[config.mk]
export PLATFORM = sky130hd
export DESIGN_NAME = rrc_core
export DESIGN_NICKNAME = d
export VERILOG_FILES = /design/src/rrc_pkg.sv /design/src/rrc_core.sv /design/src/rrc_addr.sv /design/src/rrc_rotate.sv
export SDC_FILE = /design/constraint.sdc
export NUM_CORES = 1
export LEC_CHECK = 0
export BUFFER_PORTS_ARGS = -buffer_cell sky130_fd_sc_hd__buf_2
export CORE_MARGIN = 2
export CORE_UTILIZATION = 45
export DETAILED_ROUTE_END_ITERATION = 12
export PLACE_DENSITY = 0.8
export SYNTH_ARGS = -nofsm -noshare
export SYNTH_HDL_FRONTEND = slang
export SYNTH_SLANG_ARGS = --single-unit
[constraint.sdc]
create_clock -name i_clk -period 2.48 [get_ports i_clk]
set_input_delay 0 -clock i_clk [delete_from_list [all_inputs] [get_ports i_clk]]
set_output_delay 0 -clock i_clk [all_outputs]
set_load 0.05 [all_outputs]
[src/rrc_pkg.sv]
package rrc_pkg;

   localparam int PC_W   = 21;
   localparam int ADDR_W = 12;
   localparam int BSR_W  = 4;
   localparam int PCU_W  = 5;

   // Flag register bit positions.
   localparam int FLAG_C  = 0;
   localparam int FLAG_DC = 1;
   localparam int FLAG_Z  = 2;
   localparam int FLAG_OV = 3;
   localparam int FLAG_N  = 4;

   // Opcode patterns.
   localparam logic [15:0] OPC_RETURN      = 16'h0012;
   localparam logic [15:0] OPC_RETURN_MASK = 16'hfffe;
   localparam logic [7:0]  OPC_LITRET_HI   = 8'h0c;
   localparam logic [5:0]  OPC_ROTATE_HI   = 6'h0d;
   localparam logic [5:0]  OPC_ADD_HI      = 6'h09;

   // Operand bit positions inside the instruction word.
   localparam int BIT_SHADOW = 0;
   localparam int BIT_DEST   = 9;
   localparam int BIT_BANK   = 8;

   // Address map of the file register space.
   localparam logic [7:0]        ACCESS_SPLIT  = 8'h60;
   localparam logic [7:0]        INDEXED_LIMIT = 8'h5f;
   localparam logic [3:0]        SFR_PAGE      = 4'hf;
   localparam logic [ADDR_W-1:0] PCL_ADDR      = 12'hff9;

   // Reset values and program counter step.
   localparam logic [PC_W-1:0] PC_RST  = 21'h000000;
   localparam logic [PC_W-1:0] PC_STEP = 21'h000002;
   localparam logic [7:0]      ACC_RST = 8'h00;
   localparam logic [7:0]      FLG_RST = 8'h00;
   localparam logic [BSR_W-1:0] BSR_RST = 4'h0;

   typedef enum logic [1:0] {
      PH_Q1,
      PH_Q2,
      PH_Q3,
      PH_Q4
   } rrc_phase_e;

   typedef enum logic [2:0] {
      OP_NONE,
      OP_RETURN,
      OP_LITRET,
      OP_ROTATE,
      OP_ADD
   } rrc_op_e;

   typedef enum logic {
      CYC_EXEC,
      CYC_NOP
   } rrc_cycle_e;

endpackage

[src/rrc_core.sv]
// What this block does
// - Return pops stack, top loads program counter.
// - Shadow operand one restores accumulator, flags, bank.
// - Shadow operand zero leaves those registers alone.
// - Return decoded from pattern, bit zero is shadow.
// - Return: one word, two cycles, pop in Q4.
// - Return leaves latches untouched; flags change only on a shadow restore.
// - Rotate left; bit7 to carry, carry to bit0.
// - Destination zero gives accumulator, one gives file.
// - Bank operand zero access bank, one uses bank.
// - Extended set, low addresses use indexed offset.
// - Adding accumulator to low byte jumps into table.
`timescale 1ns/100ps
module rrc_core (
   input  wire logic                        i_clk,
   input  wire logic                        i_srst,
   input  wire logic [15:0]                 i_instr,
   input  wire logic [rrc_pkg::PC_W-1:0]    i_stack_top,
   input  wire logic [7:0]                  i_accumulator_shadow,
   input  wire logic [7:0]                  i_flag_shadow,
   input  wire logic [rrc_pkg::BSR_W-1:0]   i_bank_select_shadow,
   input  wire logic [rrc_pkg::PCU_W-1:0]   i_pc_upper_latch,
   input  wire logic [7:0]                  i_pc_high_latch,
   input  wire logic                        i_ext_en,
   input  wire logic [rrc_pkg::ADDR_W-1:0]  i_fsr2,
   input  wire logic [7:0]                  i_file_rdata,
   output logic      [rrc_pkg::PC_W-1:0]    o_pc,
   output logic      [7:0]                  o_acc,
   output logic      [7:0]                  o_flags,
   output logic      [rrc_pkg::BSR_W-1:0]   o_bank_select_register,
   output logic      [1:0]                  o_phase,
   output logic                             o_instr_taken,
   output logic                             o_stack_pop,
   output logic      [rrc_pkg::ADDR_W-1:0]  o_file_addr,
   output logic                             o_file_rd,
   output logic                             o_file_wr,
   output logic      [7:0]                  o_file_wdata
);

   rrc_pkg::rrc_phase_e               phase_q;
   rrc_pkg::rrc_phase_e               phase_d;
   rrc_pkg::rrc_cycle_e               cycle_q;
   rrc_pkg::rrc_cycle_e               cycle_d;
   rrc_pkg::rrc_op_e                  op_q;
   rrc_pkg::rrc_op_e                  op_d;
   logic [15:0]                       instr_q;
   logic [15:0]                       instr_d;
   logic [rrc_pkg::PC_W-1:0]          pc_q;
   logic [rrc_pkg::PC_W-1:0]          pc_d;
   logic [7:0]                        acc_q;
   logic [7:0]                        acc_d;
   logic [7:0]                        flags_q;
   logic [7:0]                        flags_d;
   logic [rrc_pkg::BSR_W-1:0]         bsr_q;
   logic [rrc_pkg::BSR_W-1:0]         bsr_d;
   logic [7:0]                        result_q;
   logic [7:0]                        result_d;
   logic [7:0]                        new_flags_q;
   logic [7:0]                        new_flags_d;
   logic [rrc_pkg::ADDR_W-1:0]        addr_q;
   logic [rrc_pkg::ADDR_W-1:0]        addr_d;
   logic                              taken_q;
   logic                              taken_d;
   logic                              pop_q;
   logic                              pop_d;
   logic                              rd_q;
   logic                              rd_d;
   logic                              wr_q;
   logic                              wr_d;
   logic [7:0]                        wdata_q;
   logic [7:0]                        wdata_d;

   logic [rrc_pkg::ADDR_W-1:0]        eff_addr;
   logic [7:0]                        rot_result;
   logic                              rot_carry;
   logic                              rot_neg;
   logic                              rot_zero;
   logic [8:0]                        add_sum;
   logic [4:0]                        add_half;
   logic                              add_ov;
   rrc_pkg::rrc_op_e                  dec_op;
   logic                              dest_file;

   rrc_addr rrc_addr_i (
      .i_f                    (instr_q[7:0]),
      .i_bank_sel             (instr_q[rrc_pkg::BIT_BANK]),
      .i_bank_select_register (bsr_q),
      .i_ext_en               (i_ext_en),
      .i_fsr2                 (i_fsr2),
      .o_addr                 (eff_addr)
   );

   rrc_rotate rrc_rotate_i (
      .i_data   (i_file_rdata),
      .i_carry  (flags_q[rrc_pkg::FLAG_C]),
      .o_result (rot_result),
      .o_carry  (rot_carry),
      .o_neg    (rot_neg),
      .o_zero   (rot_zero)
   );

   // Decode of the word presented in Q1.
   always_comb begin
      if ((i_instr & rrc_pkg::OPC_RETURN_MASK) == rrc_pkg::OPC_RETURN) begin
         dec_op = rrc_pkg::OP_RETURN;
      end else if (i_instr[15:8] == rrc_pkg::OPC_LITRET_HI) begin
         dec_op = rrc_pkg::OP_LITRET;
      end else if (i_instr[15:10] == rrc_pkg::OPC_ROTATE_HI) begin
         dec_op = rrc_pkg::OP_ROTATE;
      end else if (i_instr[15:10] == rrc_pkg::OPC_ADD_HI) begin
         dec_op = rrc_pkg::OP_ADD;
      end else begin
         dec_op = rrc_pkg::OP_NONE;
      end
   end

   always_comb begin
      add_sum   = {1'b0, i_file_rdata} + {1'b0, acc_q};
      add_half  = {1'b0, i_file_rdata[3:0]} + {1'b0, acc_q[3:0]};
      add_ov    = (i_file_rdata[7] == acc_q[7]) &&
                  (add_sum[7] != acc_q[7]);
      dest_file = instr_q[rrc_pkg::BIT_DEST];
   end

   always_comb begin
      phase_d     = phase_q;
      cycle_d     = cycle_q;
      op_d        = op_q;
      instr_d     = instr_q;
      pc_d        = pc_q;
      acc_d       = acc_q;
      flags_d     = flags_q;
      bsr_d       = bsr_q;
      result_d    = result_q;
      new_flags_d = new_flags_q;
      addr_d      = addr_q;
      taken_d     = 1'b0;
      pop_d       = 1'b0;
      rd_d        = 1'b0;
      wr_d        = 1'b0;
      wdata_d     = wdata_q;

      unique case (phase_q)
         rrc_pkg::PH_Q1: begin
            phase_d = rrc_pkg::PH_Q2;
            if (cycle_q == rrc_pkg::CYC_EXEC) begin
               instr_d = i_instr;
               op_d    = dec_op;
               taken_d = 1'b1;
            end else begin
               // Second cycle of a flow change does nothing.
               op_d = rrc_pkg::OP_NONE;
            end
         end
         rrc_pkg::PH_Q2: begin
            phase_d = rrc_pkg::PH_Q3;
            if ((op_q == rrc_pkg::OP_ROTATE) ||
                (op_q == rrc_pkg::OP_ADD)) begin
               addr_d = eff_addr;
               rd_d   = 1'b1;
            end
         end
         rrc_pkg::PH_Q3: begin
            phase_d     = rrc_pkg::PH_Q4;
            new_flags_d = flags_q;
            if (op_q == rrc_pkg::OP_ROTATE) begin
               result_d = rot_result;
               new_flags_d[rrc_pkg::FLAG_C] = rot_carry;
               new_flags_d[rrc_pkg::FLAG_N] = rot_neg;
               new_flags_d[rrc_pkg::FLAG_Z] = rot_zero;
            end else if (op_q == rrc_pkg::OP_ADD) begin
               result_d = add_sum[7:0];
               new_flags_d[rrc_pkg::FLAG_C]  = add_sum[8];
               new_flags_d[rrc_pkg::FLAG_DC] = add_half[4];
               new_flags_d[rrc_pkg::FLAG_Z]  = (add_sum[7:0] == 8'h00);
               new_flags_d[rrc_pkg::FLAG_OV] = add_ov;
               new_flags_d[rrc_pkg::FLAG_N]  = add_sum[7];
            end
         end
         rrc_pkg::PH_Q4: begin
            phase_d = rrc_pkg::PH_Q1;
            cycle_d = rrc_pkg::CYC_EXEC;
            pc_d    = pc_q + rrc_pkg::PC_STEP;
            unique case (op_q)
               rrc_pkg::OP_RETURN: begin
                  pop_d   = 1'b1;
                  pc_d    = i_stack_top;
                  cycle_d = rrc_pkg::CYC_NOP;
                  if (instr_q[rrc_pkg::BIT_SHADOW]) begin
                     acc_d   = i_accumulator_shadow;
                     flags_d = i_flag_shadow;
                     bsr_d   = i_bank_select_shadow;
                  end
                  // With the operand clear nothing else moves.
               end
               rrc_pkg::OP_LITRET: begin
                  pop_d   = 1'b1;
                  pc_d    = i_stack_top;
                  acc_d   = instr_q[7:0];
                  cycle_d = rrc_pkg::CYC_NOP;
               end
               rrc_pkg::OP_ROTATE: begin
                  flags_d = new_flags_q;
                  if (dest_file) begin
                     wr_d    = 1'b1;
                     wdata_d = result_q;
                  end else begin
                     acc_d = result_q;
                  end
               end
               rrc_pkg::OP_ADD: begin
                  flags_d = new_flags_q;
                  if (!dest_file) begin
                     acc_d = result_q;
                  end else if (addr_q == rrc_pkg::PCL_ADDR) begin
                     // Writing the low byte loads the upper bytes from
                     // the latches, which makes the computed jump.
                     pc_d    = {i_pc_upper_latch, i_pc_high_latch,
                                result_q};
                     cycle_d = rrc_pkg::CYC_NOP;
                  end else begin
                     wr_d    = 1'b1;
                     wdata_d = result_q;
                  end
               end
               rrc_pkg::OP_NONE: begin
                  if (cycle_q == rrc_pkg::CYC_NOP) begin
                     // The target was loaded in the first cycle.
                     pc_d = pc_q;
                  end
               end
               default: begin
                  pc_d = pc_q;
               end
            endcase
         end
      endcase
   end

   always_ff @(posedge i_clk) begin
      if (i_srst) begin
         phase_q     <= rrc_pkg::PH_Q1;
         cycle_q     <= rrc_pkg::CYC_EXEC;
         op_q        <= rrc_pkg::OP_NONE;
         instr_q     <= 16'h0000;
         pc_q        <= rrc_pkg::PC_RST;
         acc_q       <= rrc_pkg::ACC_RST;
         flags_q     <= rrc_pkg::FLG_RST;
         bsr_q       <= rrc_pkg::BSR_RST;
         result_q    <= 8'h00;
         new_flags_q <= rrc_pkg::FLG_RST;
         addr_q      <= 12'h000;
         taken_q     <= 1'b0;
         pop_q       <= 1'b0;
         rd_q        <= 1'b0;
         wr_q        <= 1'b0;
         wdata_q     <= 8'h00;
      end else begin
         phase_q     <= phase_d;
         cycle_q     <= cycle_d;
         op_q        <= op_d;
         instr_q     <= instr_d;
         pc_q        <= pc_d;
         acc_q       <= acc_d;
         flags_q     <= flags_d;
         bsr_q       <= bsr_d;
         result_q    <= result_d;
         new_flags_q <= new_flags_d;
         addr_q      <= addr_d;
         taken_q     <= taken_d;
         pop_q       <= pop_d;
         rd_q        <= rd_d;
         wr_q        <= wr_d;
         wdata_q     <= wdata_d;
      end
   end

   always_comb begin
      o_pc                   = pc_q;
      o_acc                  = acc_q;
      o_flags                = flags_q;
      o_bank_select_register = bsr_q;
      o_phase                = phase_q;
      o_instr_taken          = taken_q;
      o_stack_pop            = pop_q;
      o_file_addr            = addr_q;
      o_file_rd              = rd_q;
      o_file_wr              = wr_q;
      o_file_wdata           = wdata_q;
   end

endmodule

[src/rrc_addr.sv]
`timescale 1ns/100ps
module rrc_addr (
   input  wire logic [7:0]                    i_f,
   input  wire logic                          i_bank_sel,
   input  wire logic [rrc_pkg::BSR_W-1:0]     i_bank_select_register,
   input  wire logic                          i_ext_en,
   input  wire logic [rrc_pkg::ADDR_W-1:0]    i_fsr2,
   output logic      [rrc_pkg::ADDR_W-1:0]    o_addr
);

   always_comb begin
      if (i_bank_sel) begin
         o_addr = {i_bank_select_register, i_f};
      end else if (i_ext_en && (i_f <= rrc_pkg::INDEXED_LIMIT)) begin
         // The offset wraps inside the data space on purpose.
         o_addr = i_fsr2 + {4'h0, i_f};
      end else if (i_f < rrc_pkg::ACCESS_SPLIT) begin
         o_addr = {4'h0, i_f};
      end else begin
         o_addr = {rrc_pkg::SFR_PAGE, i_f};
      end
   end

endmodule

[src/rrc_rotate.sv]
`timescale 1ns/100ps
module rrc_rotate (
   input  wire logic [7:0] i_data,
   input  wire logic       i_carry,
   output logic      [7:0] o_result,
   output logic            o_carry,
   output logic            o_neg,
   output logic            o_zero
);

   always_comb begin
      o_result = {i_data[6:0], i_carry};
      o_carry  = i_data[7];
      o_neg    = o_result[7];
      o_zero   = (o_result == 8'h00);
   end

endmodule

======== Word level (Yosys, flattened, before mapping) ========
Index checks and enable logic that the tools add are counted.
word-level totals
  register bits ........................... 97
  word-level logic and storage cells ...... 110
operators by class
  $add $sub $neg .......................... 4
  bitwise operators ....................... 4
  magnitude comparators ................... 2
  mux-type cells .......................... 40
  equality and inequality tests ........... 20
  reduce and logical (&&, ||, !) cells .... 24
operator list
  cell                                                                               count
  21-bit case mux with 4 select lines                                                1
  8-bit 2-to-1 mux                                                                   8
  21-bit 2-to-1 mux                                                                  3
  12-bit 2-to-1 mux                                                                  3
  8-bit case mux with 2 select lines                                                 2
  8-bit case mux with 3 select lines                                                 1
  21-bit by 2-bit adder with 21-bit output (second input constant)                   1
  8-bit logical NOT                                                                  2
  15-bit by 4-bit equality test with 1-bit output (second input constant)            1
  3-bit 2-to-1 mux                                                                   5
  1-bit 2-to-1 mux                                                                   13
  12-bit by 8-bit adder with 12-bit output                                           1
  12-bit equality test (second input constant)                                       1
  6-bit by 4-bit equality test with 1-bit output (second input constant)             2
  2-bit inequality test (second input constant)                                      6
  2-bit OR reduction                                                                 5
  8-bit by 8-bit adder with 9-bit output                                             1
  3-bit AND reduction                                                                3
  8-bit by 4-bit equality test with 1-bit output (second input constant)             1
  8-bit by 7-bit less-or-equal comparator with 1-bit output (second input constant)  1
  8-bit by 7-bit less-than comparator with 1-bit output (second input constant)      1
  2-bit case mux with 4 select lines                                                 1
  3-bit by 2-bit equality test with 1-bit output (second input constant)             2
  2-bit AND reduction                                                                3
  other kinds (19)                                                                   26

======== Logic depth before layout (Yosys ltp) ========
Gate-level depths: netlist of the first run.
  depth after elaboration ................. 6
  mapped depth ............................ 9
  mapped depth without buffers ............ 9

======== Hierarchy ========
From an unflattened synthesis of the first run, not the netlist that was laid out.
second synthesis, totals
  cells, all modules ...................... 752
  area total of the unflattened synthesis .. 5958.2 µm²
modules (own cells, without submodules)
  module      times used  cells an instance  seq. area each (µm²)  area each (µm²)
  rrc_core    1           643                1941.9                5227.5
  rrc_addr    1           96                 0.0                   636.9
  rrc_rotate  1           13                 0.0                   93.8

======== Worst setup path before layout of the first run ========
No wires, ideal clock.
  path kind ............................... flip-flop to flip-flop
  start point ............................. register acc_q[3], in the netlist o_acc[3]
  end point ............................... register new_flags_q[2]
  clock period less this slack ............ 2.451 ns
  slack ................................... 0.029 ns
  library setup time ...................... 0.084 ns
  path buffers ............................ 0
  arrival time ............................ 2.367 ns
  required time ........................... 2.396 ns
  stages on the path, launching flop included .. 8
  cell sequence ........................... dfxtp_1 ha_1 and3_1 a221o_1 nor2_2 xnor2_1 or4_1 o31ai_2
on the way
  cells in the longest elaborated chain, start to end .. 4
RTL lines
  item                                    RTL line         source
  start: declaration                      rrc_core.sv:50   logic [7:0] acc_q;
  start signal: assignment                rrc_core.sv:247  acc_q <= rrc_pkg::ACC_RST;
  8-bit by 8-bit adder with 9-bit output  rrc_core.sv:118  add_sum = {1'b0, i_file_rdata} + {1'b0, acc_q};
  8-bit logical NOT                       rrc_core.sv:175  new_flags_d[rrc_pkg::FLAG_Z] = (add_sum[7:0] == 8'h00);
  5-bit 2-to-1 mux                        rrc_core.sv:171  end else if (op_q == rrc_pkg::OP_ADD) begin
  1-bit 2-to-1 mux                        rrc_core.sv:166  if (op_q == rrc_pkg::OP_ROTATE) begin
  end signal: assignment                  rrc_core.sv:251  new_flags_q <= rrc_pkg::FLG_RST;
  end signal: assignment                  rrc_core.sv:268  new_flags_q <= new_flags_d;
  end: declaration                        rrc_core.sv:58   logic [7:0] new_flags_q;
No other way between the ends.
A chain may end at the register's enable or synchronous reset.

======== Final worst setup path of the first run ========
  start point ............................. input i_file_rdata[0]
  end point ............................... register new_flags_q[2]
on the way
  cells in the longest elaborated chain, start to end .. 4
  elaborated cells on any way between the ends .. 5
RTL lines
  item                                    RTL line         source
  start: declaration                      rrc_core.sv:26   input wire logic [7:0] i_file_rdata,
  8-bit by 8-bit adder with 9-bit output  rrc_core.sv:118
  8-bit logical NOT                       rrc_core.sv:175
  5-bit 2-to-1 mux                        rrc_core.sv:171
  1-bit 2-to-1 mux (*)                    rrc_core.sv:166
Every way passes the cells marked *; elsewhere a longest branch is shown, timed or not.

==> reports/summary.txt, run 1 <==
RUN STATUS
-----------------------------------------------------------------------------------------------------
Outcome                                                                                  finished clean

LAYOUT
-----------------------------------------------------------------------------------------------------
Fraction of final layout cells with drive strength greater than 1                               0.224
Layout area overhead                                                                            29.3%
Number of inserted filler cells in the final layout                                             1,117
Core occupancy in the finished layout                                                           0.594
Number of nets at the end of the flow                                                           1,052
Area of the multi-input gates                                                            0.00361 mm^2
Area used by sequential logic in the layout                                              0.00194 mm^2

SETUP PATH
-----------------------------------------------------------------------------------------------------
Critical path depth                                                                                 9
Category of the worst setup path capture point                                              flip-flop
Kind of cell adding the most delay to the critical path                                  buffers and inverters
Largest fanout on the critical path                                                                 3
Required time at the endpoint of the critical path                                            2.75 ns
Setup slack on the worst flop-to-flop path                                                    0.13 ns
Startpoint of the worst setup timing path                                                i_file_rdata[0]
Worst setup endpoint                                                                     new_flags_q[2]$_SDFFE_PP0P_
Reg2Reg Depth                                                                                       7
Endpoint of the worst-slack reg-to-reg timing path                                       new_flags_q[2]$_SDFFE_PP0P_
Slowest stage delay, CP                                                                       0.53 ns
Data arrival time of the worst path                                                           2.64 ns
Launching element type of the critical path                                                input port
Bufs and invs on worst path                                                                         2
Cell type of the slowest stage on the worst timing path                                  sky130_fd_sc_hd__dlygate4sd3_1
Critical Path, Cell by Cell                                                              dlygate4sd3_1, buf_2, ha_1, fa_1, a21o_1, a21oi_1, xnor2_1, or4_1, o31ai_2
Type of the worst setup path                                                                in -> reg
Reg-to-Reg Start                                                                         o_acc[0]$_SDFFE_PP0P_

FLOORPLANNING
-----------------------------------------------------------------------------------------------------
Core area                                                                                 0.0126 mm^2
Initial cell density of the core                                                                0.459
Die ar.                                                                                   0.0138 mm^2
Die Wd                                                                                         118 um
I/O Pins                                                                                          160
Die height                                                                                     118 um
Number of placement rows                                                                           41

PLACEMENT
-----------------------------------------------------------------------------------------------------
HPWL Detailed                                                                                 13.5 mm
I/O Buffers                                                                                       159
Weighted congestion at the end of routability-driven global placement                           0.899
DP Worst Slack                                                                               0.218 ns

LOGIC SYNTHESIS
-----------------------------------------------------------------------------------------------------
Post-synthesis async set-or-reset flop share                                                        0
Number of library cell types mapped by synthesis                                                   65
Cell area after technology mapping                                                       0.00580 mm^2
Simple-gate portion of the synthesized area                                                     0.234
Post-synthesis share of cell area spent on full adders, half adders and majority gates         0.0544
Main combinational cell family by area after synthesis                                   compound AO/OA/AOI/OAI gates
Predominant post-synthesis flop cell                                                     sky130_fd_sc_hd__dfxtp_1
Yosys warning count                                                                                 0
Avg Synthesized Cell Area                                                                   7.76 um^2
Synth Area in Compound Gates                                                                    0.272
Synthesis-stage register bit count                                                                 97
Synthesized-area fraction occupied by xor and xnor cells                                       0.0287
Sequential fraction of the synthesis area                                                       0.335
Count of flip-flops with a built-in enable after synthesis                                          0
Multiplexer area fraction after synthesis                                                      0.0328
Cell count after synthesis                                                                        747
Synth Net Count                                                                                   864

POWER AND IR DROP
-----------------------------------------------------------------------------------------------------
VDD IR-drop max                                                                              0.290 mV
Leakage power figure                                                                       0.00330 uW
Cell Pwr Density                                                                          571 mW/mm^2

DETAILED ROUTING
-----------------------------------------------------------------------------------------------------
Number of vias in the routed layout                                                             6,438
Number of remaining DRC errors                                                                      0
Met2 wirelength from detailed routing                                                         8.30 mm
Length of routed wiring on met1                                                               8.07 mm
Post-DRT Antenna Nets                                                                               0
Iter 0 DRT Violations                                                                             626
Detailed Routing Iterations Pass 1                                                                  7
Detailed-route vias per instance                                                                 5.78
Final WL                                                                                      18.4 mm
Average wire per standard cell                                                                16.6 um
Total met3 wirelength after detailed routing                                                  1.43 mm
Highest routing layer actually used                                                              met4

GLOBAL ROUTING
-----------------------------------------------------------------------------------------------------
Pin count of the biggest net entering global routing                                               35
Antenna violations before repair                                                                    1
Wire length of the first global-routing pass                                                  29.8 mm
GRT overflow                                                                                        0
Vias in the first global route                                                                  5,959
Overall Global Routing Usage                                                                    0.261

TIMING
-----------------------------------------------------------------------------------------------------
Setup-failing EPs final                                                                             0
Minimum period implied by the final worst setup slack                                         2.37 ns
Total Negative Setup Slacks                                                                      0 ns
Transition time of the tightest slew-check pin                                                1.09 ns
Max-slew headroom at the worst pin                                                              0.267
Fin. Hold Viols                                                                                     0
RSZ-0062 raised after global routing                                                            false
Fraction of the cycle the final worst path needs                                                0.956
Maximum clock frequency                                                                       422 MHz
Worst Slack Setup Final                                                                      0.109 ns
Final Max Tran Viols                                                                                0
Maximum clock skew at final layout                                                          0.0111 ns

CLOCK TREE
-----------------------------------------------------------------------------------------------------
TritonCTS clock tree                                                                              yes
Post-CTS Setup Inserts                                                                              0
CTS Hold Bufs                                                                                      34
Post-cts sizing count                                                                               0
Worst-path clk slew                                                                           0.07 ns
Clock latency reported for the late side of the worst-skew pair                               0.35 ns
Root buffer selected by CTS                                                              sky130_fd_sc_hd__clkbuf_16
Number of buffers created by CTS                                                                    9
Max H-tree Level                                                                                    3
Clock tree sinks                                                                                   97
Maximum count of clock buffers along a single path                                                  2

FLOW RUN
-----------------------------------------------------------------------------------------------------
Maxcap violations                                                                                   0

MIN PATH
-----------------------------------------------------------------------------------------------------
Startpoint of the lowest-slack hold path                                                 i_flag_shadow[2]
Worst hold path class                                                                       in -> reg

==> kinds of logic (layout without fill, tap and decap cells) <==
family,count (synthesis),count (layout)
AO/OA/AOI/OAI,240,240
multiplexers,19,19
XOR/XNOR,19,19
other,0,1
AND/OR/NAND/NOR,285,285
adder cells (fa/ha/maj),24,24
flip-flops,97,97
buffers and inverters,63,256
==> sequential cells by signal, indices dropped and copies added (netlist names) <==
register,count
o_instr_taken,1
o_file_rd,1
o_phase,2
new_flags_q,8
o_flags,8
result_q,8
o_stack_pop,1
instr_q,10
o_acc,8
op_q,3
cycle_q,1
o_pc,21
o_file_addr,12
o_bank_select_register,4
o_file_wr,1
o_file_wdata,8
==> worst min-delay path: cells and delay by family <==
kind / cells / cell delay [ns]
compound gates: 1 / 0.05
mux: 1 / 0.06
simple gates: 2 / 0.15
buf+inv: 1 / 0.08
==> stage by stage <==
| stage | area [um^2] | total power [uW] | std cells | hold slack, ns |
|---|---|---|---|---|
| global placement | 6840 | 2790 | 1062 | 0.230 |
| finish | 7490 | 4280 | 1113 | 0.0160 |
| global route | 7490 | 4470 | 1113 | 0.0423 |
| detailed placement | 6840 | 2800 | 1062 | 0.241 |
| floorplan | 5800 | 2450 | 747 | 0.136 |
| CTS | 7490 | 4270 | 1112 | 0.0117 |
==> per-layer routing <==
metal / vias up / track usage
met5: - / 0
met4: 0 / 0.118
met3: 50 / 0.0523
met2: 310 / 0.418
met1: 2939 / 0.341
li1: 3139 / -
==> worst min path at each step <==
stage                                             endpoint  slack, ns  cells past startpoint
finish                             o_flags[2]$_SDFFE_PP0P_       0.02                      5
global route                       o_flags[2]$_SDFFE_PP0P_       0.04                      5
CTS                               result_q[5]$_SDFFE_PP0P_       0.01                      3
detailed placement  o_bank_select_register[3]$_SDFFE_PP0P_       0.24                      3
global placement    o_bank_select_register[2]$_SDFFE_PP0P_       0.23                      3
floorplan                          instr_q[8]$_SDFFE_PP0P_       0.14                      2
==> synthesized netlist by cell type, types with 3 or more instances <==
master / n / area (um^2)
sky130_fd_sc_hd__a211o_1: 9 / 78.8
sky130_fd_sc_hd__a211oi_1: 20 / 150
sky130_fd_sc_hd__a21o_1: 5 / 37.5
sky130_fd_sc_hd__a21oi_1: 80 / 400
sky130_fd_sc_hd__a221o_1: 4 / 40.0
sky130_fd_sc_hd__a221oi_1: 5 / 43.8
sky130_fd_sc_hd__a222oi_1: 8 / 80.1
sky130_fd_sc_hd__a311oi_1: 5 / 43.8
sky130_fd_sc_hd__a31oi_1: 8 / 50.1
sky130_fd_sc_hd__and3_1: 6 / 37.5
sky130_fd_sc_hd__and4_1: 3 / 26.3
sky130_fd_sc_hd__buf_1: 4 / 15.0
sky130_fd_sc_hd__buf_2: 4 / 20.0
sky130_fd_sc_hd__clkbuf_1: 35 / 131
sky130_fd_sc_hd__dfxtp_1: 97 / 1940
sky130_fd_sc_hd__ha_1: 22 / 275
sky130_fd_sc_hd__inv_1: 18 / 67.6
sky130_fd_sc_hd__mux2i_1: 19 / 190
sky130_fd_sc_hd__nand2_1: 90 / 338
sky130_fd_sc_hd__nand2b_1: 8 / 50.1
sky130_fd_sc_hd__nand3_1: 20 / 100
sky130_fd_sc_hd__nand3b_1: 3 / 22.5
sky130_fd_sc_hd__nand4_1: 11 / 68.8
sky130_fd_sc_hd__nor2_1: 90 / 338
sky130_fd_sc_hd__nor2b_1: 8 / 50.1
sky130_fd_sc_hd__nor3_1: 22 / 110
sky130_fd_sc_hd__nor4_1: 5 / 31.3
sky130_fd_sc_hd__o211ai_1: 4 / 30.0
sky130_fd_sc_hd__o21a_1: 5 / 37.5
sky130_fd_sc_hd__o21ai_0: 36 / 180
sky130_fd_sc_hd__o21bai_1: 3 / 22.5
sky130_fd_sc_hd__o221ai_1: 3 / 26.3
sky130_fd_sc_hd__o22a_1: 8 / 70.1
sky130_fd_sc_hd__o22ai_1: 18 / 113
sky130_fd_sc_hd__o32ai_1: 4 / 35.0
sky130_fd_sc_hd__or4_1: 3 / 22.5
sky130_fd_sc_hd__xnor2_1: 11 / 96.3
sky130_fd_sc_hd__xor2_1: 8 / 70.1
==> area by class of cell <==
| class | instances | share of cell area |
|---|---|---|
| diodes | 1 | 0.000334 |
| clock buffers | 10 | 0.0319 |
| clock inverters | 6 | 0.00902 |
| inverters | 18 | 0.00902 |
| multi-input cells | 587 | 0.481 |
| flip-flops and latches | 97 | 0.259 |
| well taps | 172 | 0.0287 |
| repair buffers | 222 | 0.181 |
==> report_power, final <==
| group | leakage, uW | switching (uW) | total [uW] | internal (uW) |
|---|---|---|---|---|
| logic | 0.00237 | 671 | 1090 | 420 |
| registers | 0.000785 | 94.2 | 1740 | 1640 |
| clock network | 0.000145 | 640 | 1450 | 812 |
==> cells in the final DEF (no fill, tap or decap), drive strengths merged, types with 20 or more instances in the layout <==
cell,count
a211oi,20
a21oi,80
buf,188
dfxtp,97
dlygate4sd3,34
ha,22
nand2,90
nand3,20
nor2,91
nor3,22
o21ai,37
No activity file was read; power rests on OpenSTA's default activity.
==> run 2, diff against run 1 <==
--- a/config.mk
+++ b/config.mk
@@ -8,6 +8,7 @@
 export BUFFER_PORTS_ARGS = -buffer_cell sky130_fd_sc_hd__buf_2
 export CORE_MARGIN = 2
 export CORE_UTILIZATION = 45
+export CTS_CLUSTER_SIZE = 10
 export DETAILED_ROUTE_END_ITERATION = 12
 export PLACE_DENSITY = 0.8
 export SYNTH_ARGS = -nofsm -noshare
==> constraint.sdc (replaced) <==
create_clock -name i_clk -period 2.4 [get_ports i_clk]
set_input_delay 0 -clock i_clk [delete_from_list [all_inputs] [get_ports i_clk]]
set_output_delay 0 -clock i_clk [all_outputs]
set_load 0.05 [all_outputs]
==> reports/summary.txt, run 2 (same netlist as run 1, synthesis figures left out) <==
RUN STATUS
-------------------------------------------------------------------------------------
Outcome                                                                  finished clean   unchanged

DETAILED ROUTING
-------------------------------------------------------------------------------------
Iter 0 DRT Violations                                                             664   was 626
Average wire per standard cell                                                16.8 um   was 16.6 um
Detailed Routing Iterations Pass 1                                                  5   was 7
Detailed-route vias per instance                                                 5.78   about the same
Number of vias in the routed layout                                             6,449   was 6,438
Post-DRT Antenna Nets                                                               0   unchanged
Number of remaining DRC errors                                                      0   unchanged
Final WL                                                                      18.8 mm   was 18.4 mm

CLOCK TREE
-------------------------------------------------------------------------------------
Worst-path clk slew                                                           0.07 ns   about the same
Number of buffers created by CTS                                                    9   unchanged
Max H-tree Level                                                                    3   unchanged
TritonCTS clock tree                                                              yes   unchanged
Clock tree sinks                                                                   97   unchanged
Clock latency reported for the late side of the worst-skew pair               0.35 ns   about the same
Maximum count of clock buffers along a single path                                  2   unchanged
Root buffer selected by CTS                                              sky130_fd_sc_hd__clkbuf_16   unchanged

TIMING
-------------------------------------------------------------------------------------
Max-slew headroom at the worst pin                                              0.537   was 0.267
Transition time of the tightest slew-check pin                               0.687 ns   was 1.09 ns
Setup-failing EPs final                                                             0   unchanged
Total Negative Setup Slacks                                                      0 ns   unchanged
Fraction of the cycle the final worst path needs                                0.930
Worst Slack Setup Final                                                      0.168 ns   was 0.109 ns
Minimum period implied by the final worst setup slack                         2.23 ns
RSZ-0062 raised after global routing                                            false   unchanged
Final Max Tran Viols                                                                0   unchanged
Fin. Hold Viols                                                                     0   unchanged
Maximum clock skew at final layout                                         0.00685 ns   was 0.0111 ns
Worst Hold Margin                                                          0.00399 ns   was 0.0160 ns
Maximum clock frequency                                                       448 MHz

LAYOUT
-------------------------------------------------------------------------------------
Area used by sequential logic in the layout                              0.00195 mm^2   was 0.00194 mm^2
Number of nets at the end of the flow                                           1,054   was 1,052
Layout area overhead                                                            29.5%   was 29.3%
Fraction of final layout cells with drive strength greater than 1               0.237   was 0.224
Number of inserted filler cells in the final layout                             1,166   was 1,117
Highest-count cells in the layout ignoring fill and taps                 sky130_fd_sc_hd__buf_2 (159), sky130_fd_sc_hd__dfxtp_1 (93), sky130_fd_sc_hd__nand2_1 (90), sky130_fd_sc_hd__nor2_1 (90), sky130_fd_sc_hd__a21oi_1 (79)   was sky130_fd_sc_hd__buf_2 (159), sky130_fd_sc_hd__dfxtp_1 (97), sky130_fd_sc_hd__nand2_1 (90), sky130_fd_sc_hd__nor2_1 (90), sky130_fd_sc_hd__a21oi_1 (80)
Core occupancy in the finished layout                                           0.595   was 0.594
Max reg flops                                                                      21   unchanged
Most frequent standard cell in the layout excluding fill and tap cells   sky130_fd_sc_hd__buf_2   unchanged
Area of the multi-input gates                                            0.00362 mm^2   was 0.00361 mm^2

GLOBAL ROUTING
-------------------------------------------------------------------------------------
Antenna violations before repair                                                    1   unchanged
Vias in the first global route                                                  6,063   was 5,959
Overall Global Routing Usage                                                    0.264   was 0.261
GRT overflow                                                                        0   unchanged
Pin count of the biggest net entering global routing                               38   was 35
Wire length of the first global-routing pass                                  30.1 mm   was 29.8 mm

FLOORPLANNING
-------------------------------------------------------------------------------------
I/O Pins                                                                          160   unchanged
Number of placement rows                                                           41   unchanged
Core area                                                                 0.0126 mm^2   unchanged
Die height                                                                     118 um   unchanged
Die Wd                                                                         118 um   unchanged
Die ar.                                                                   0.0138 mm^2   unchanged
Initial cell density of the core                                                0.459   unchanged

SETUP PATH
-------------------------------------------------------------------------------------
Type of the worst setup path                                               reg -> reg   was in -> reg
Category of the worst setup path capture point                              flip-flop   unchanged
Data arrival time of the worst path                                           2.51 ns   was 2.64 ns
Launching element type of the critical path                                 flip-flop   was input port
Largest fanout on the critical path                                                 5   was 3
Required time at the endpoint of the critical path                            2.68 ns   was 2.75 ns

PLACEMENT
-------------------------------------------------------------------------------------
DP Worst Slack                                                               0.109 ns   was 0.218 ns
I/O Buffers                                                                       159   unchanged
HPWL Detailed                                                                 13.6 mm   was 13.5 mm
Weighted congestion at the end of routability-driven global placement           0.942   was 0.899

POWER AND IR DROP
-------------------------------------------------------------------------------------
Leakage power figure                                                       0.00332 uW   was 0.00330 uW
Overall power after layout                                                    4360 uW   was 4280 uW
Cell Pwr Density                                                          581 mW/mm^2   was 571 mW/mm^2
VDD IR-drop max                                                              0.360 mV   was 0.290 mV

MIN PATH
-------------------------------------------------------------------------------------
Worst hold path class                                                       in -> reg   unchanged

FLOW RUN
-------------------------------------------------------------------------------------
Maxcap violations                                                                   0   unchanged

[run 2: cell count changes in the layout (fill, tap and decap cells not counted), sizes merged]
cell         delta
clkinvlp        -1
bufinv          -1
clkbuf          +2
buf             +4
dlygate4sd3     -2
[run 2: worst max-delay path: stages (launching register included)]
cell,delay (ns)
sky130_fd_sc_hd__dfxtp_1,0.33
sky130_fd_sc_hd__ha_2,0.18
sky130_fd_sc_hd__inv_1,0.05
sky130_fd_sc_hd__fa_2,0.34
sky130_fd_sc_hd__nor2b_2,0.17
sky130_fd_sc_hd__o31a_1,0.25
sky130_fd_sc_hd__o21a_1,0.17
sky130_fd_sc_hd__nor3_1,0.04
sky130_fd_sc_hd__or4b_1,0.50
sky130_fd_sc_hd__a31oi_1,0.13
[run 2: path summary, 6_finish.rpt]
path | start | to | slack (ns) | cells past startpoint
worst min register to register | o_acc[3]$_SDFFE_PP0P_ | o_acc[3]$_SDFFE_PP0P_ | 0.46 | 2
worst min-delay path | i_pc_upper_latch[4] | o_pc[20]$_SDFFE_PP0P_ | 0.004 | 3
worst max register to register | instr_q[0]$_SDFFE_PP0P_ | o_file_addr[6]$_SDFFE_PP0P_ | 0.17 | 9
worst max-delay path | instr_q[0]$_SDFFE_PP0P_ | o_file_addr[6]$_SDFFE_PP0P_ | 0.17 | 9
[run 2: metal layers]
metal,vias up,GRT usage,part of all wire
li1,3136,-,-
met1,2971,0.349,0.44
met2,296,0.438,0.46
met3,46,0.0368,0.071
met4,0,0.105,0.029
met5,-,0,0
[run 2: report_power, final]
| part | leakage, uW | internal (uW) | switching, uW |
|---|---|---|---|
| logic | 0.00238 | 447 | 705 |
| clock network | 0.000145 | 787 | 634 |
| registers | 0.000787 | 1700 | 92.8 |
[run 2: through the flow]
stage	instances	cell area (um^2)
after floorplan	747	5800
after global placement	1064	6860
after detailed placement	1064	6860
after CTS	1112	7480
after global routing	1115	7510
final	1115	7510
[run 2: area by class of cell]
class                   count  share of cell area
inverters                  18             0.00900
clock buffers              12              0.0355
diodes                      1            0.000333
repair buffers            224               0.182
well taps                 172              0.0287
flip-flops and latches     97               0.259
clock inverters             4             0.00350
multi-input cells         587               0.482
[run 2: what timing repair did]
item | CTS | global route
hold buffers | 32 | 0
setup buffers | 0 | 2
endpoints found under the setup margin | 0 | 2
hold endpoints to repair | 27 | 0
gates resized for setup | 0 | 4
==> run 3, diff against run 2 <==
--- a/config.mk
+++ b/config.mk
@@ -5,12 +5,13 @@
 export SDC_FILE = /design/constraint.sdc
 export NUM_CORES = 1
 export LEC_CHECK = 0
+export ABC_AREA = 1
 export BUFFER_PORTS_ARGS = -buffer_cell sky130_fd_sc_hd__buf_2
-export CORE_MARGIN = 2
 export CORE_UTILIZATION = 45
 export CTS_CLUSTER_SIZE = 10
 export DETAILED_ROUTE_END_ITERATION = 12
 export PLACE_DENSITY = 0.8
 export SYNTH_ARGS = -nofsm -noshare
 export SYNTH_HDL_FRONTEND = slang
+export SYNTH_HIERARCHICAL = 1
 export SYNTH_SLANG_ARGS = --single-unit
==> reports/summary.txt, run 3 <==
RUN STATUS
-------------------------------------------------------------------------------------
Outcome                                                                  finished clean   unchanged

FLOORPLANNING
-------------------------------------------------------------------------------------
Die height                                                                     117 um   was 118 um
Initial cell density of the core                                                0.468   was 0.459
I/O Pins                                                                          160   unchanged
Number of placement rows                                                           41   unchanged
Die ar.                                                                   0.0138 mm^2   about the same
Die Wd                                                                         117 um   was 118 um
Core area                                                                 0.0128 mm^2   was 0.0126 mm^2

TIMING
-------------------------------------------------------------------------------------
Worst Slack Setup Final                                                      0.203 ns   was 0.168 ns
Minimum period implied by the final worst setup slack                         2.20 ns   was 2.23 ns
Final Max Tran Viols                                                                0   unchanged
Fin. Hold Viols                                                                     0   unchanged
Transition time of the tightest slew-check pin                               0.678 ns   was 0.687 ns
Total Negative Setup Slacks                                                      0 ns   unchanged
Fraction of the cycle the final worst path needs                                0.916   was 0.930
Maximum clock frequency                                                       455 MHz   was 448 MHz
Maximum clock skew at final layout                                         0.00927 ns   was 0.00685 ns
Setup-failing EPs final                                                             0   unchanged
Max-slew headroom at the worst pin                                              0.545   was 0.537
Worst Hold Margin                                                          0.00375 ns   was 0.00399 ns
RSZ-0062 raised after global routing                                            false   unchanged

LOGIC SYNTHESIS
-------------------------------------------------------------------------------------
Top post-synthesis cells by count                                        sky130_fd_sc_hd__nand2_1 (206), sky130_fd_sc_hd__nor2_1 (108), sky130_fd_sc_hd__o21ai_0 (105)   was sky130_fd_sc_hd__dfxtp_1 (97), sky130_fd_sc_hd__nand2_1 (90), sky130_fd_sc_hd__nor2_1 (90)
Count of flip-flops with a built-in enable after synthesis                          0   unchanged
Avg Synthesized Cell Area                                                   6.46 um^2   was 7.76 um^2
Post-synthesis async set-or-reset flop share                                        0   unchanged
Post-synth top area share                                                       0.325   was 0.335
Synth Net Count                                                                 1,043   was 864
Predominant post-synthesis flop cell                                     sky130_fd_sc_hd__dfxtp_1   unchanged
Yosys warning count                                                                 6   was 0
Most instantiated library cell after synthesis                           sky130_fd_sc_hd__nand2_1   was sky130_fd_sc_hd__dfxtp_1
Most area-consuming cells after synthesis                                sky130_fd_sc_hd__dfxtp_1 (32%), sky130_fd_sc_hd__nand2_1 (13%), sky130_fd_sc_hd__o21ai_0 (8.8%)   was sky130_fd_sc_hd__dfxtp_1 (33%), sky130_fd_sc_hd__a21oi_1 (6.9%), sky130_fd_sc_hd__nand2_1 (5.8%)
Top cell type by total area after synthesis                              sky130_fd_sc_hd__dfxtp_1   unchanged
Cell area after technology mapping                                       0.00598 mm^2   was 0.00580 mm^2
Number of library cell types mapped by synthesis                                   40   was 65
Cell count after synthesis                                                        926   was 747
Synthesis-stage register bit count                                                 97   unchanged
Sequential fraction of the synthesis area                                       0.325   was 0.335

POWER AND IR DROP
-------------------------------------------------------------------------------------
Leakage power figure                                                       0.00355 uW   was 0.00332 uW
Cell Pwr Density                                                          631 mW/mm^2   was 581 mW/mm^2
NetSw                                                                         1600 uW   was 1430 uW
Clock share of power                                                            0.325   was 0.326
Switching part of the total power                                               0.336   was 0.328
Sequential cell fraction of total power                                         0.389   was 0.410
Logic gate share of total power                                                 0.286   was 0.264
Internal Pwr Total                                                            3160 uW   was 2930 uW
VDD IR-drop max                                                              0.424 mV   was 0.360 mV

GLOBAL ROUTING
-------------------------------------------------------------------------------------
Overall Global Routing Usage                                                    0.272   was 0.264
Pin count of the biggest net entering global routing                               45   was 38
GRT overflow                                                                        0   unchanged
Vias in the first global route                                                  5,975   was 6,063
Wire length of the first global-routing pass                                  29.0 mm   was 30.1 mm
Antenna violations before repair                                                    0   was 1

SETUP PATH
-------------------------------------------------------------------------------------
Critical Path, Cell by Cell                                              ha_1, nand3_1, buf_4, a21oi_1, nand2_1, dlygate4sd3_1, a21oi_1, nor2_1   was ha_2, inv_1, fa_2, nor2b_2, o31a_1, o21a_1, nor3_1, or4b_1, a31oi_1
Bufs and invs on worst path                                                         2   was 1
Crit-path most repeated cell                                             sky130_fd_sc_hd__a21oi_1
Launching element type of the critical path                                 flip-flop   unchanged
Type of the worst setup path                                               reg -> reg   unchanged
Category of the worst setup path capture point                              flip-flop   unchanged
Largest fanout on the critical path                                                 8   was 5
Slowest stage delay, CP                                                       0.55 ns   was 0.50 ns
Data arrival time of the worst path                                           2.43 ns   was 2.51 ns
Kind of cell adding the most delay to the critical path                  buffers and inverters   was simple AND/OR/NAND/NOR gates
Required time at the endpoint of the critical path                            2.63 ns   was 2.68 ns
Cell type of the slowest stage on the worst timing path                  sky130_fd_sc_hd__dlygate4sd3_1   was sky130_fd_sc_hd__or4b_1

DETAILED ROUTING
-------------------------------------------------------------------------------------
Iter 0 DRT Violations                                                             677   was 664
Final WL                                                                      18.1 mm   was 18.8 mm
Detailed Routing Iterations Pass 1                                                  5   unchanged
Detailed-route vias per instance                                                 5.31   was 5.78
Number of remaining DRC errors                                                      0   unchanged
Average wire per standard cell                                                14.2 um   was 16.8 um
Number of vias in the routed layout                                             6,792   was 6,449
Post-DRT Antenna Nets                                                               0   unchanged

LAYOUT
-------------------------------------------------------------------------------------
Core occupancy in the finished layout                                           0.590   was 0.595
Diode insertion count for antenna repair                                            0   was 1
Final design instance area without fill                                  0.00753 mm^2   was 0.00751 mm^2
Layout area overhead                                                            26.0%   was 29.5%
Max reg flops                                                                      21   unchanged
Fraction of final layout cells with drive strength greater than 1               0.190   was 0.237
Number of inserted filler cells in the final layout                             1,197   was 1,166
Most frequent standard cell in the layout excluding fill and tap cells   sky130_fd_sc_hd__nand2_1   was sky130_fd_sc_hd__buf_2
Number of nets at the end of the flow                                           1,220   was 1,054
Highest-count cells in the layout ignoring fill and taps                 sky130_fd_sc_hd__nand2_1 (206), sky130_fd_sc_hd__buf_2 (159), sky130_fd_sc_hd__nor2_1 (108)   was sky130_fd_sc_hd__buf_2 (159), sky130_fd_sc_hd__dfxtp_1 (93), sky130_fd_sc_hd__nand2_1 (90), sky130_fd_sc_hd__nor2_1 (90), sky130_fd_sc_hd__a21oi_1 (79)

CLOCK TREE
-------------------------------------------------------------------------------------
Number of buffers created by CTS                                                    9   unchanged
Maximum count of clock buffers along a single path                                  2   unchanged
Post-cts sizing count                                                               0   unchanged
Root buffer selected by CTS                                              sky130_fd_sc_hd__clkbuf_16   unchanged
Max H-tree Level                                                                    3   unchanged
TritonCTS clock tree                                                              yes   unchanged
Worst-path clk slew                                                           0.06 ns   was 0.07 ns
Clock latency reported for the late side of the worst-skew pair               0.34 ns   was 0.35 ns
Clock tree sinks                                                                   97   unchanged

PLACEMENT
-------------------------------------------------------------------------------------
DP Worst Slack                                                               0.314 ns   was 0.109 ns
Placement-stage cell area                                                0.00683 mm^2   was 0.00686 mm^2
HPWL Detailed                                                                 13.3 mm   was 13.6 mm
Weighted congestion at the end of routability-driven global placement           0.998   was 0.942
I/O Buffers                                                                       159   unchanged

FLOW RUN
-------------------------------------------------------------------------------------
Maxcap violations                                                                   0   unchanged

MIN PATH
-------------------------------------------------------------------------------------
Worst hold path class                                                       in -> reg   unchanged

-- run 3: metrics by stage --
step	total power [uW]	std cells
final	4760	1278
after floorplan	2820	926
after global placement	3150	1225
after detailed placement	3160	1225
after CTS	4750	1278
after global routing	5030	1278
-- run 3: area by class of cell --
cell class	count	area, um^2	share of cell area
clock buffers	11	253	0.0335
clock inverters	3	65.1	0.00864
inverters	98	368	0.0488
multi-input cells	689	3430	0.455
flip-flops and latches	97	1940	0.258
well taps	172	215	0.0286
repair buffers	208	1260	0.167
-- run 3: worst register-to-register path: stages, from the launching register on --
cell	delay, ns
sky130_fd_sc_hd__dfxtp_1	0.38
sky130_fd_sc_hd__ha_1	0.25
sky130_fd_sc_hd__nand3_1	0.28
sky130_fd_sc_hd__buf_4	0.28
sky130_fd_sc_hd__a21oi_1	0.12
sky130_fd_sc_hd__nand2_1	0.06
sky130_fd_sc_hd__dlygate4sd3_1	0.55
sky130_fd_sc_hd__a21oi_1	0.12
sky130_fd_sc_hd__nor2_1	0.05
-- run 3: what timing repair did --
action | CTS | global route
buffers inserted | 0 | 0
endpoints found under the hold margin | 41 | 0
hold buffers | 39 | 0
endpoints found under the setup margin | 0 | 0
-- run 3: path summary, 6_finish.rpt --
check	endpoint	slack, ns	cells past startpoint	startpoint
setup / recovery	o_pc[11]$_SDFFE_PP0P_	0.20	8	o_phase[0]$_SDFF_PP0_
setup reg to reg	o_pc[11]$_SDFFE_PP0P_	0.20	8	o_phase[0]$_SDFF_PP0_
hold / removal	o_pc[8]$_SDFFE_PP0P_	0.004	5	i_pc_high_latch[0]
hold reg to reg	o_bank_select_register[2]$_SDFFE_PP0P_	0.47	2	o_bank_select_register[2]$_SDFFE_PP0P_
-- run 3: routing by layer --
metal	wire length, um	up-vias	track usage
met3	1400	37	0.0505
met2	8330	334	0.458
met4	425	0	0.0886
met1	7960	3020	0.352
li1	-	3401	-
met5	0	-	0
-- run 3: logic make-up (layout without fill, tap and decap cells) --
kind of cell / after synthesis / in the layout / share of synthesized area
adder cells (fa/ha/maj): 24 / 24 / 0.0527
buffers and inverters: 140 / 320 / 0.102
AO/OA/AOI/OAI: 238 / 238 / 0.210
XOR/XNOR: 10 / 10 / 0.0146
flip-flops: 97 / 97 / 0.325
AND/OR/NAND/NOR: 417 / 417 / 0.297
-- run 3: power by group through the flow --
stage	Sequential (uW)	Clock, uW	Combinational, uW
2_1_floorplan	2000	0	818
3_3_place_gp	1880	0	1270
3_5_place_dp	1880	0	1280
4_1_cts	1850	1560	1340
5_1_grt	1870	1650	1510
6_report	1850	1550	1360
